## src/logic/fmd_pkg.sv

```systemverilog
// Shared constants and types of the freefall and motion detector.
package fmd_pkg;

    ////////////////////////////////////////////////////////////////////////
    // Widths.
    localparam int SAMPLE_W = 14;
    localparam int THS_W = 13;
    localparam int CNT_W = 8;
    localparam int AXES = 3;

    ////////////////////////////////////////////////////////////////////////
    // Register offsets.
    localparam logic [7:0] CFG_ADDR = 8'h15;
    localparam logic [7:0] SRC_ADDR = 8'h16;
    localparam logic [7:0] THS_ADDR = 8'h17;
    localparam logic [7:0] COUNT_ADDR = 8'h18;
    localparam logic [7:0] X_HIGH_ADDR = 8'h73;
    localparam logic [7:0] X_LOW_ADDR = 8'h74;
    localparam logic [7:0] Y_HIGH_ADDR = 8'h75;
    localparam logic [7:0] Y_LOW_ADDR = 8'h76;
    localparam logic [7:0] Z_HIGH_ADDR = 8'h77;
    localparam logic [7:0] Z_LOW_ADDR = 8'h78;

    ////////////////////////////////////////////////////////////////////////
    // Reset values.
    localparam logic [7:0] CFG_RST = 8'h00;
    localparam logic [7:0] SRC_RST = 8'h00;
    localparam logic [7:0] THS_RST = 8'h00;
    localparam logic [7:0] COUNT_RST = 8'h00;
    localparam logic [6:0] AXIS_HIGH_RST = 7'h00;
    localparam logic [5:0] AXIS_LOW_RST = 6'h00;

    ////////////////////////////////////////////////////////////////////////
    // Field positions.
    localparam int CFG_LIVE_LSB = 3;
    localparam int THS_MODE_BIT = 7;
    localparam int HIGH_FLAG_BIT = 7;
    localparam int LOW_FIELD_LSB = 2;
    localparam int COMMON_SHIFT = 6;
    localparam int COMMON_MG_PER_LSB = 63;

    ////////////////////////////////////////////////////////////////////////
    // Types.
    typedef enum logic {
        FMD_FREEFALL = 1'b0,
        FMD_MOTION = 1'b1
    } fmd_mode_t;

    typedef struct packed {
        logic latch_en;
        fmd_mode_t mode;
        logic z_en;
        logic y_en;
        logic x_en;
        logic [2:0] rsvd;
    } fmd_cfg_t;

    typedef struct packed {
        logic event_active_flag;
        logic rsvd;
        logic z_evt;
        logic z_neg;
        logic y_evt;
        logic y_neg;
        logic x_evt;
        logic x_neg;
    } fmd_src_t;

    typedef struct packed {
        logic signed [SAMPLE_W-1:0] z;
        logic signed [SAMPLE_W-1:0] y;
        logic signed [SAMPLE_W-1:0] x;
    } fmd_accel_t;

endpackage : fmd_pkg

```

## src/logic/fmd_axis_cmp.sv

```systemverilog
// Magnitude and threshold comparison of one acceleration axis.
module fmd_axis_cmp #(
    parameter int SAMPLE_W = 14,
    parameter int THS_W = 13
) (
    // Sample and threshold.
    input wire logic signed [SAMPLE_W-1:0] sample_i,
    input wire logic [THS_W-1:0] thr_i,
    // Results.
    output logic above_o,
    output logic below_o,
    output logic neg_o
);

    logic [SAMPLE_W-1:0] mag;
    logic [SAMPLE_W-1:0] thr_ext;

    if (THS_W >= SAMPLE_W) begin : g_bad_width
        $error("fmd_axis_cmp: threshold must be narrower than sample");
    end

    // The most negative code negates to itself, which read unsigned is
    // exactly its magnitude, so no extra bit is needed.
    assign neg_o = sample_i[SAMPLE_W-1];
    assign mag = neg_o ? SAMPLE_W'(~sample_i + 1'b1) : SAMPLE_W'(sample_i);
    assign thr_ext = SAMPLE_W'(thr_i);
    assign above_o = mag > thr_ext; // RULE17
    assign below_o = mag < thr_ext; // RULE17

endmodule : fmd_axis_cmp

```

## src/logic/fmd_debounce.sv

```systemverilog
// Debounce counter that qualifies the combined detection condition.
module fmd_debounce #(
    parameter int CNT_W = 8
) (
    // Clock and reset.
    input wire logic mclk_i,
    input wire logic arst_n_i,
    // Control.
    input wire logic step_i,
    input wire logic cond_i,
    input wire logic clear_mode_i,
    input wire logic [CNT_W-1:0] limit_i,
    // Result.
    output logic hit_o,
    output logic [CNT_W-1:0] cnt_o
);

    logic [CNT_W-1:0] cnt_q;
    logic [CNT_W-1:0] cnt_d;

    if (CNT_W < 1) begin : g_bad_width
        $error("fmd_debounce: counter width must be at least one");
    end

    always_comb begin
        cnt_d = cnt_q;
        if (cond_i) begin
            if (cnt_q < limit_i) begin
                cnt_d = cnt_q + 1'b1;
            end else begin
                cnt_d = limit_i; // RULE19
            end
        end else if (clear_mode_i) begin
            cnt_d = '0; // RULE13 RULE15
        end else if (cnt_q != '0) begin
            cnt_d = cnt_q - 1'b1; // RULE14 RULE15
        end
    end

    // The event is qualified on the sample that brings the count to the
    // limit, so a limit of zero reports on the first matching sample.
    assign hit_o = cond_i && (cnt_d == limit_i); // RULE19
    assign cnt_o = cnt_q;

    always_ff @(posedge mclk_i or negedge arst_n_i) begin
        if (!arst_n_i) begin
            cnt_q <= '0;
        end else if (step_i) begin
            cnt_q <= cnt_d; // RULE20
        end
    end
endmodule : fmd_debounce

```

## src/logic/fmd_detector.sv

```systemverilog
// Freefall and motion event detector with its register file.
//
// Contract
// RULE1: Latch mode freezes flags; source read clears.
// RULE2: Without latch, source shows live detection.
// RULE3: Mode picks OR of highs or AND of lows.
// RULE4: Per-axis enable bit gates axis detection.
// RULE5: Held latched event blocks new flag updates.
// RULE6: Active flag set when combination is true.
// RULE7: Interrupt from active flag, enabled and routed.
// RULE8: Active flag zero without event, one with.
// RULE9: Axis event flag one when axis detected.
// RULE10: Disabled axis flags always read zero.
// RULE11: Polarity flag zero positive, one negative.
// RULE12: Source register is read-only to software.
// RULE13: Clear mode one zeroes counter on miss.
// RULE14: Clear mode zero decrements counter to zero.
// RULE15: Clear mode same for common or axis thresholds.
// RULE16: Common threshold seven bits, 63 mg, resets zero.
// RULE17: Freefall all below; motion any above threshold.
// RULE18: Axis select ignores common, uses 13-bit thresholds.
// RULE19: Event at debounce count; counter never exceeds it.
// RULE20: Evaluation once per new acceleration sample.
module fmd_detector (
    // Clock and reset.
    input wire logic mclk_i,
    input wire logic arst_n_i,
    // Acceleration samples.
    input wire logic sample_valid_i,
    input wire fmd_pkg::fmd_accel_t accel_i,
    // Register access.
    input wire logic [7:0] reg_addr_i,
    input wire logic reg_wr_i,
    input wire logic [7:0] reg_wdata_i,
    input wire logic reg_rd_i,
    output logic [7:0] reg_rdata_o,
    output logic reg_rvalid_o,
    // Interrupt controls from the interrupt enable and route registers.
    input wire logic int_en_i,
    input wire logic int_route_i,
    // Interrupt requests.
    output logic int_line1_o,
    output logic int_line2_o
);

    ////////////////////////////////////////////////////////////////////////
    // Register file.

    fmd_pkg::fmd_cfg_t cfg_q;
    logic [7:0] ths_q;
    logic [fmd_pkg::CNT_W-1:0] count_q;
    logic [6:0] high_q [fmd_pkg::AXES];
    logic [5:0] low_q [fmd_pkg::AXES];
    logic axis_thr_sel_q;
    logic trans_thr_sel_q;
    fmd_pkg::fmd_src_t src_q;

    logic src_read;

    assign src_read = reg_rd_i && (reg_addr_i == fmd_pkg::SRC_ADDR);

    // The source register has no write path at all.
    always_ff @(posedge mclk_i or negedge arst_n_i) begin
        if (!arst_n_i) begin
            cfg_q <= fmd_pkg::fmd_cfg_t'(fmd_pkg::CFG_RST);
            ths_q <= fmd_pkg::THS_RST; // RULE16
            count_q <= fmd_pkg::COUNT_RST;
        end else if (reg_wr_i) begin
            if (reg_addr_i == fmd_pkg::CFG_ADDR) begin
                cfg_q <= fmd_pkg::fmd_cfg_t'({
                    reg_wdata_i[7:fmd_pkg::CFG_LIVE_LSB],
                    3'h0});
            end else if (reg_addr_i == fmd_pkg::THS_ADDR) begin
                ths_q <= reg_wdata_i; // RULE16
            end else if (reg_addr_i == fmd_pkg::COUNT_ADDR) begin
                count_q <= reg_wdata_i;
            end
        end
    end

    always_ff @(posedge mclk_i or negedge arst_n_i) begin
        if (!arst_n_i) begin
            axis_thr_sel_q <= 1'b0;
            trans_thr_sel_q <= 1'b0;
            for (int i = 0; i < fmd_pkg::AXES; i++) begin
                high_q[i] <= fmd_pkg::AXIS_HIGH_RST;
                low_q[i] <= fmd_pkg::AXIS_LOW_RST;
            end
        end else if (reg_wr_i) begin
            if (reg_addr_i == fmd_pkg::X_HIGH_ADDR) begin
                axis_thr_sel_q <= reg_wdata_i[fmd_pkg::HIGH_FLAG_BIT];
                high_q[0] <= reg_wdata_i[6:0];
            end else if (reg_addr_i == fmd_pkg::X_LOW_ADDR) begin
                low_q[0] <= reg_wdata_i[7:fmd_pkg::LOW_FIELD_LSB];
            end else if (reg_addr_i == fmd_pkg::Y_HIGH_ADDR) begin
                trans_thr_sel_q <= reg_wdata_i[fmd_pkg::HIGH_FLAG_BIT];
                high_q[1] <= reg_wdata_i[6:0];
            end else if (reg_addr_i == fmd_pkg::Y_LOW_ADDR) begin
                low_q[1] <= reg_wdata_i[7:fmd_pkg::LOW_FIELD_LSB];
            end else if (reg_addr_i == fmd_pkg::Z_HIGH_ADDR) begin
                high_q[2] <= reg_wdata_i[6:0];
            end else if (reg_addr_i == fmd_pkg::Z_LOW_ADDR) begin
                low_q[2] <= reg_wdata_i[7:fmd_pkg::LOW_FIELD_LSB];
            end
        end
    end

    ////////////////////////////////////////////////////////////////////////
    // Per-axis comparison.

    logic [fmd_pkg::AXES-1:0] en;
    logic [fmd_pkg::AXES-1:0] above;
    logic [fmd_pkg::AXES-1:0] below;
    logic [fmd_pkg::AXES-1:0] neg;
    logic [fmd_pkg::AXES-1:0] hit_axis;
    logic signed [fmd_pkg::SAMPLE_W-1:0] smp [fmd_pkg::AXES];
    logic [fmd_pkg::THS_W-1:0] thr [fmd_pkg::AXES];
    logic [fmd_pkg::THS_W-1:0] common_thr;

    assign en = {cfg_q.z_en, cfg_q.y_en, cfg_q.x_en};
    assign smp[0] = accel_i.x;
    assign smp[1] = accel_i.y;
    assign smp[2] = accel_i.z;
    // The common threshold lands on the same bits as the upper field of
    // an axis threshold, so both share one scale.
    assign common_thr = fmd_pkg::THS_W'({ths_q[6:0],
        fmd_pkg::COMMON_SHIFT'(0)}); // RULE16

    for (genvar a = 0; a < fmd_pkg::AXES; a++) begin : g_axis
        assign thr[a] = axis_thr_sel_q ? {high_q[a], low_q[a]}
                                       : common_thr; // RULE18
        fmd_axis_cmp #(
            .SAMPLE_W(fmd_pkg::SAMPLE_W),
            .THS_W(fmd_pkg::THS_W)
        ) u_cmp (
            .sample_i(smp[a]),
            .thr_i(thr[a]),
            .above_o(above[a]),
            .below_o(below[a]),
            .neg_o(neg[a])
        );
        assign hit_axis[a] = en[a] && ((cfg_q.mode == fmd_pkg::FMD_MOTION)
            ? above[a] : below[a]); // RULE4 RULE17
    end

    ////////////////////////////////////////////////////////////////////////
    // Combination and debounce.

    logic cond;
    logic qualified;
    logic [fmd_pkg::CNT_W-1:0] dbc_cnt;

    // With no axis enabled the freefall AND has nothing to agree on, so
    // it is held false rather than firing on every sample.
    always_comb begin
        if (cfg_q.mode == fmd_pkg::FMD_MOTION) begin
            cond = |hit_axis; // RULE3
        end else begin
            cond = (en != '0) && ((hit_axis | ~en) == '1); // RULE3
        end
    end

    fmd_debounce #(
        .CNT_W(fmd_pkg::CNT_W)
    ) u_debounce (
        .mclk_i(mclk_i),
        .arst_n_i(arst_n_i),
        .step_i(sample_valid_i),
        .cond_i(cond),
        .clear_mode_i(ths_q[fmd_pkg::THS_MODE_BIT]),
        .limit_i(count_q),
        .hit_o(qualified),
        .cnt_o(dbc_cnt)
    );

    ////////////////////////////////////////////////////////////////////////
    // Source register.

    fmd_pkg::fmd_src_t src_new;
    logic held;

    always_comb begin
        src_new = fmd_pkg::fmd_src_t'(fmd_pkg::SRC_RST);
        src_new.event_active_flag = qualified; // RULE6 RULE8
        src_new.x_evt = hit_axis[0]; // RULE9
        src_new.y_evt = hit_axis[1]; // RULE9
        src_new.z_evt = hit_axis[2]; // RULE9
        src_new.x_neg = hit_axis[0] && neg[0]; // RULE11
        src_new.y_neg = hit_axis[1] && neg[1]; // RULE11
        src_new.z_neg = hit_axis[2] && neg[2]; // RULE11
    end

    assign held = cfg_q.latch_en && src_q.event_active_flag;

    // A sample arriving with the clearing read wins, so no event is lost.
    always_ff @(posedge mclk_i or negedge arst_n_i) begin
        if (!arst_n_i) begin
            src_q <= fmd_pkg::fmd_src_t'(fmd_pkg::SRC_RST);
        end else if (sample_valid_i && (!held || src_read)) begin
            src_q <= src_new; // RULE2 RULE5 RULE20
        end else if (src_read && cfg_q.latch_en) begin
            src_q <= fmd_pkg::fmd_src_t'(fmd_pkg::SRC_RST); // RULE1
        end
    end

    ////////////////////////////////////////////////////////////////////////
    // Read port.

    fmd_pkg::fmd_src_t src_view;
    logic [7:0] rd_mux;

    always_comb begin
        src_view = src_q;
        src_view.x_evt = src_q.x_evt && en[0]; // RULE10
        src_view.x_neg = src_q.x_neg && en[0]; // RULE10
        src_view.y_evt = src_q.y_evt && en[1]; // RULE10
        src_view.y_neg = src_q.y_neg && en[1]; // RULE10
        src_view.z_evt = src_q.z_evt && en[2]; // RULE10
        src_view.z_neg = src_q.z_neg && en[2]; // RULE10
    end

    always_comb begin
        if (reg_addr_i == fmd_pkg::CFG_ADDR) begin
            rd_mux = cfg_q;
        end else if (reg_addr_i == fmd_pkg::SRC_ADDR) begin
            rd_mux = src_view; // RULE12
        end else if (reg_addr_i == fmd_pkg::THS_ADDR) begin
            rd_mux = ths_q;
        end else if (reg_addr_i == fmd_pkg::COUNT_ADDR) begin
            rd_mux = count_q;
        end else if (reg_addr_i == fmd_pkg::X_HIGH_ADDR) begin
            rd_mux = {axis_thr_sel_q, high_q[0]};
        end else if (reg_addr_i == fmd_pkg::X_LOW_ADDR) begin
            rd_mux = {low_q[0], 2'h0};
        end else if (reg_addr_i == fmd_pkg::Y_HIGH_ADDR) begin
            rd_mux = {trans_thr_sel_q, high_q[1]};
        end else if (reg_addr_i == fmd_pkg::Y_LOW_ADDR) begin
            rd_mux = {low_q[1], 2'h0};
        end else if (reg_addr_i == fmd_pkg::Z_HIGH_ADDR) begin
            rd_mux = {1'b0, high_q[2]};
        end else if (reg_addr_i == fmd_pkg::Z_LOW_ADDR) begin
            rd_mux = {low_q[2], 2'h0};
        end else begin
            rd_mux = 8'h00;
        end
    end

    always_ff @(posedge mclk_i or negedge arst_n_i) begin
        if (!arst_n_i) begin
            reg_rdata_o <= 8'h00;
            reg_rvalid_o <= 1'b0;
        end else begin
            reg_rvalid_o <= reg_rd_i;
            if (reg_rd_i) begin
                reg_rdata_o <= rd_mux;
            end
        end
    end

    ////////////////////////////////////////////////////////////////////////
    // Interrupt lines.

    // The request follows the active flag, so it stays up for as long as a
    // latched event is held and drops with the clearing read.
    always_ff @(posedge mclk_i or negedge arst_n_i) begin
        if (!arst_n_i) begin
            int_line1_o <= 1'b0;
            int_line2_o <= 1'b0;
        end else begin
            int_line1_o <= src_q.event_active_flag && int_en_i
                && int_route_i; // RULE7
            int_line2_o <= src_q.event_active_flag && int_en_i
                && !int_route_i; // RULE7
        end
    end
endmodule : fmd_detector

```

## config.mk

```make
export PLATFORM = sky130hd
export DESIGN_NAME = fmd_detector
export DESIGN_NICKNAME = d
export VERILOG_FILES = /design/src/logic/fmd_pkg.sv /design/src/logic/fmd_axis_cmp.sv /design/src/logic/fmd_debounce.sv /design/src/logic/fmd_detector.sv
export SDC_FILE = /design/constraint.sdc
export NUM_CORES = 1
export LEC_CHECK = 0
export BUFFER_PORTS_ARGS = -buffer_cell sky130_fd_sc_hd__buf_2
export CORE_UTILIZATION = 63
export DETAILED_ROUTE_END_ITERATION = 10
export PLACE_DENSITY = 0.87
export SYNTH_ARGS = -nofsm -noshare
export SYNTH_HDL_FRONTEND = slang
export SYNTH_SLANG_ARGS = --single-unit
export TNS_END_PERCENT = 5
```

## constraint.sdc

```tcl
create_clock -name mclk_i -period 10.5 [get_ports mclk_i]
set_input_delay 0 -clock mclk_i [delete_from_list [all_inputs] [get_ports mclk_i]]
set_output_delay 0 -clock mclk_i [all_outputs]
set_load 0.005 [all_outputs]
```

==> metrics.md <==
| Metric | Value |
|---|---|
| Run status | completed |
| # DRC | 0 |
| Crit path DAT | ~5 ns |
| Crit end category | flop |
| Clk Latency, worst-skew pair | approximately 0.37 ns |
| Width of the die | between 100 and 150 um |
| Post-DP HPWL | approximately 14000 um |
| Max Cap Viol | 0 |
| Total of warnings raised by yosys | 0 |
| RePlAce Congestion | approximately 0.96 |
| First-pass GRT wire length | a little over 30000 um |
| Initial Util | 0.646 |
| Static Leak | ~0.0033 uW |
| I/O pins | 76 |
| Total track usage | 0.359 |
| CTS H-tree depth | 3 |
| # clock sinks | a little under 90 |
| Worst path required time | between 10 and 15 ns |
| Clock buffer depth | 2 |
| R2R depth | 14 |
| Worst slack, placed | a little over 6 ns |
| Total grt overflow | 0 |
| Synth unique cells | 67 |
| Final period util | 0.446 |
| Setup violators final | 0 |
| Grt met3 use | 0.0639 |
| VDD IR max | between 0.09 and 0.1 mV |
| Startpoint types | flop |
| Diodes inserted | 0 |
| 1st-iter DRT viols | between 700 and 800 |
| DR vias | 6203 |
| Top Usage Layer GRT | met2 |
| Critical path depth in cells | 14 |
| Actual slew at the worst max-slew pin | between 1 and 1.5 ns |
| Syn Std Cell Area | between 0.006 and 0.007 sq mm |
| DIE AREA | approximately 0.011 sq mm |
| Hold depth | 3 |
| CTS tree | yes |
| Avg WL per Cell | between 20 and 25 um |
| Setup Fix Bufs, Post-CTS | 0 |
| Largest net degree at the start of global routing | 89 |
| CP Class | flop to flop |
| Routing usage on met1 | 0.473 |
| Filler cells | ~800 |
| Cell row count | 37 |
| CP max stage cell | nor4_1 |
| Total wire length | between 15000 and 20000 um |
| Synth Flop Type | dfrtp_1 |
| CP Max Fanout | 48 |
| Highest-count cells in the layout ignoring fill and taps | dfrtp_1, buf_2, nand2_1 |
| Fin. max-slew vios | 0 |
| Die height | between 100 and 150 um |
| Register bit total from synthesis | 88 |
| RSZ-0062 raised after global routing | false |
| PnR worst setup slack | between 5 and 6 ns |
| GR Layer Usage met2 | 0.562 |
| Worst Skew | between 0.009 and 0.01 ns |
| Share of layout cells above drive strength 1 | 0.218 |
| Cts bufs inserted | 9 |
| Leading cell type in the layout, fill and taps excluded | dfrtp_1 |
| Min cycle time layout | approximately 4.7 ns |
| Worst-path cell chain | buf_4, nor2b_1, a21oi_1, ha_1, a211o_1, o211ai_1, a21oi_1, nor4_1, a211oi_1, a221oi_1, a21boi_4, nand2_4, o32ai_1, a22o_1 |
| Tot Pwr | slightly above 1000 uW |
| Syn-to-layout area delta | 10.8% |
| DRT antenna net count | 0 |
| Sum Neg Setup Slack | 0 ns |
| Nets | 904 |
| F_max | approximately 210 MHz |
| Core box area | 0.0102 sq mm |
| Hold Path Class | input pin to flop |
| Mean area per synthesized cell | just over 9 sq um |
| Clock slew at reported path FFs | 0.10 ns |
| Reg area | approximately 0.0022 sq mm |
| Post-Syn Nets | approximately 840 |
| Vias in the first global route | 6000 |
| Max_slew headroom | 0.122 |
| Port bufs | 75 |
| CP dominant cell by count | a21oi_1 |
| Clk root buf | clkbuf_8 |
| Post-synth EDFFs | 0 |
| DR pass1 iterations | 7 |
| Post-synth ARST share | 1.00 |
| Critical path buffers and inverters | 1 |
| Multi-input logic area | roughly 0.0042 sq mm |
| Vias per cell | around 6.7 |
| Cell count after synthesis | ~720 |
| Final Hold Viols | 0 |
| Max incr delay on CP | roughly 0.69 ns |
| Crit-path leading delay family | compound AO/OA/AOI/OAI gates |
| Initial antenna violation count | 0 |
| Sequential-to-total area share from yosys stat | 0.333 |
| P per Cell Area | 142 mW/mm^2 |
[synth_stat cells (all sizes together), types with 12 or more instances]
cell type  count  area share
nand3         16       0.012
a21oi         57       0.044
inv           27       0.015
nor2b         12       0.011
o31ai         12       0.014
ha            52       0.098
mux2          61        0.10
nor2          39       0.022
nand4         12       0.011
o21ai         42       0.032
nand2         74       0.043
xnor2         41       0.054
dfrtp         88        0.33
clkbuf        25       0.014
[worst paths after layout]
path	start	to	slack (ns)
max in group asynchronous	arst_n_i	low_q[9]	9.41
worst max-delay path	axis_thr_sel_q	u_debounce.cnt_o[2]	5.82
worst min register to register	reg_rdata_o[5]	reg_rdata_o[5]	0.49
min in group asynchronous	arst_n_i	reg_rvalid_o	0.38
worst min-delay path	accel_i[41]	src_q[4]	0.02
worst max register to register	axis_thr_sel_q	u_debounce.cnt_o[2]	5.82
[through the flow]
step	area (sq um)	utilization	instances	hold WS (ns)
finish	7320	0.716	928	0.0183
floorplan	6610	-	718	-0.296
global route	7320	0.716	928	0.0187
detailed placement	7070	0.691	905	0.169
CTS	7320	0.716	928	0.00813
global placement	7070	0.691	905	0.160
[metal layers]
| layer | wire (um) | vias to the layer above |
|---|---|---|
| met5 | 0 | - |
| li1 | - | 2791 |
| met1 | 7720 | 3001 |
| met2 | 8520 | 343 |
| met4 | 846 | 0 |
| met3 | 1750 | 68 |
[flip-flops by register name, indices dropped and copies added, names as in the netlist, 5 cells and up]
signal,cells
count_q,8
high_q,21
cfg_q,5
ths_q,8
src_q,7
u_debounce.cnt_o,8
low_q,18
reg_rdata_o,8
[cells by family after synthesis]
kind of cell / Yosys count / synth area share
and+or+nand+nor: 224 / 0.172
AOI/OAI and AO/OA: 185 / 0.188
DFF: 88 / 0.333
muxes: 66 / 0.112
buffers and inverters: 54 / 0.0318
adders and majority gates: 52 / 0.0984
xor gates and xnor gates: 49 / 0.0649
[area by class of cell]
class,count,share of cell area
Multi-Input combinational cell,576,0.573
Sequential cell,88,0.301
Timing Repair Buffer,84,0.0632
Tap cell,136,0.0232
Clock buffer,9,0.0169
Inverter,28,0.0144
Clock inverter,7,0.00837
[timing repair]
item                                    CTS  global route
resized for setup                         0             0
endpoints found under the setup margin    0             0
hold endpoints to repair                 97             0
hold buffers                              7             0
[worst register-to-register path: cells and delay by family (launching register included)]
kind	cells	cell delay [ns]
adders and majority gates	1	0.30
buffers and inverters	1	0.41
DFF	1	0.33
and+or+nand+nor	3	1.04
AOI/OAI and AO/OA	9	2.55
[report_power, final]
part	leakage (uW)	switching, uW	internal, uW
clock	0.0000940	140	91.0
sequential	0.00119	53.6	367
combinational	0.00203	222	165
Note: power is estimated with default switching activity, not from simulation.
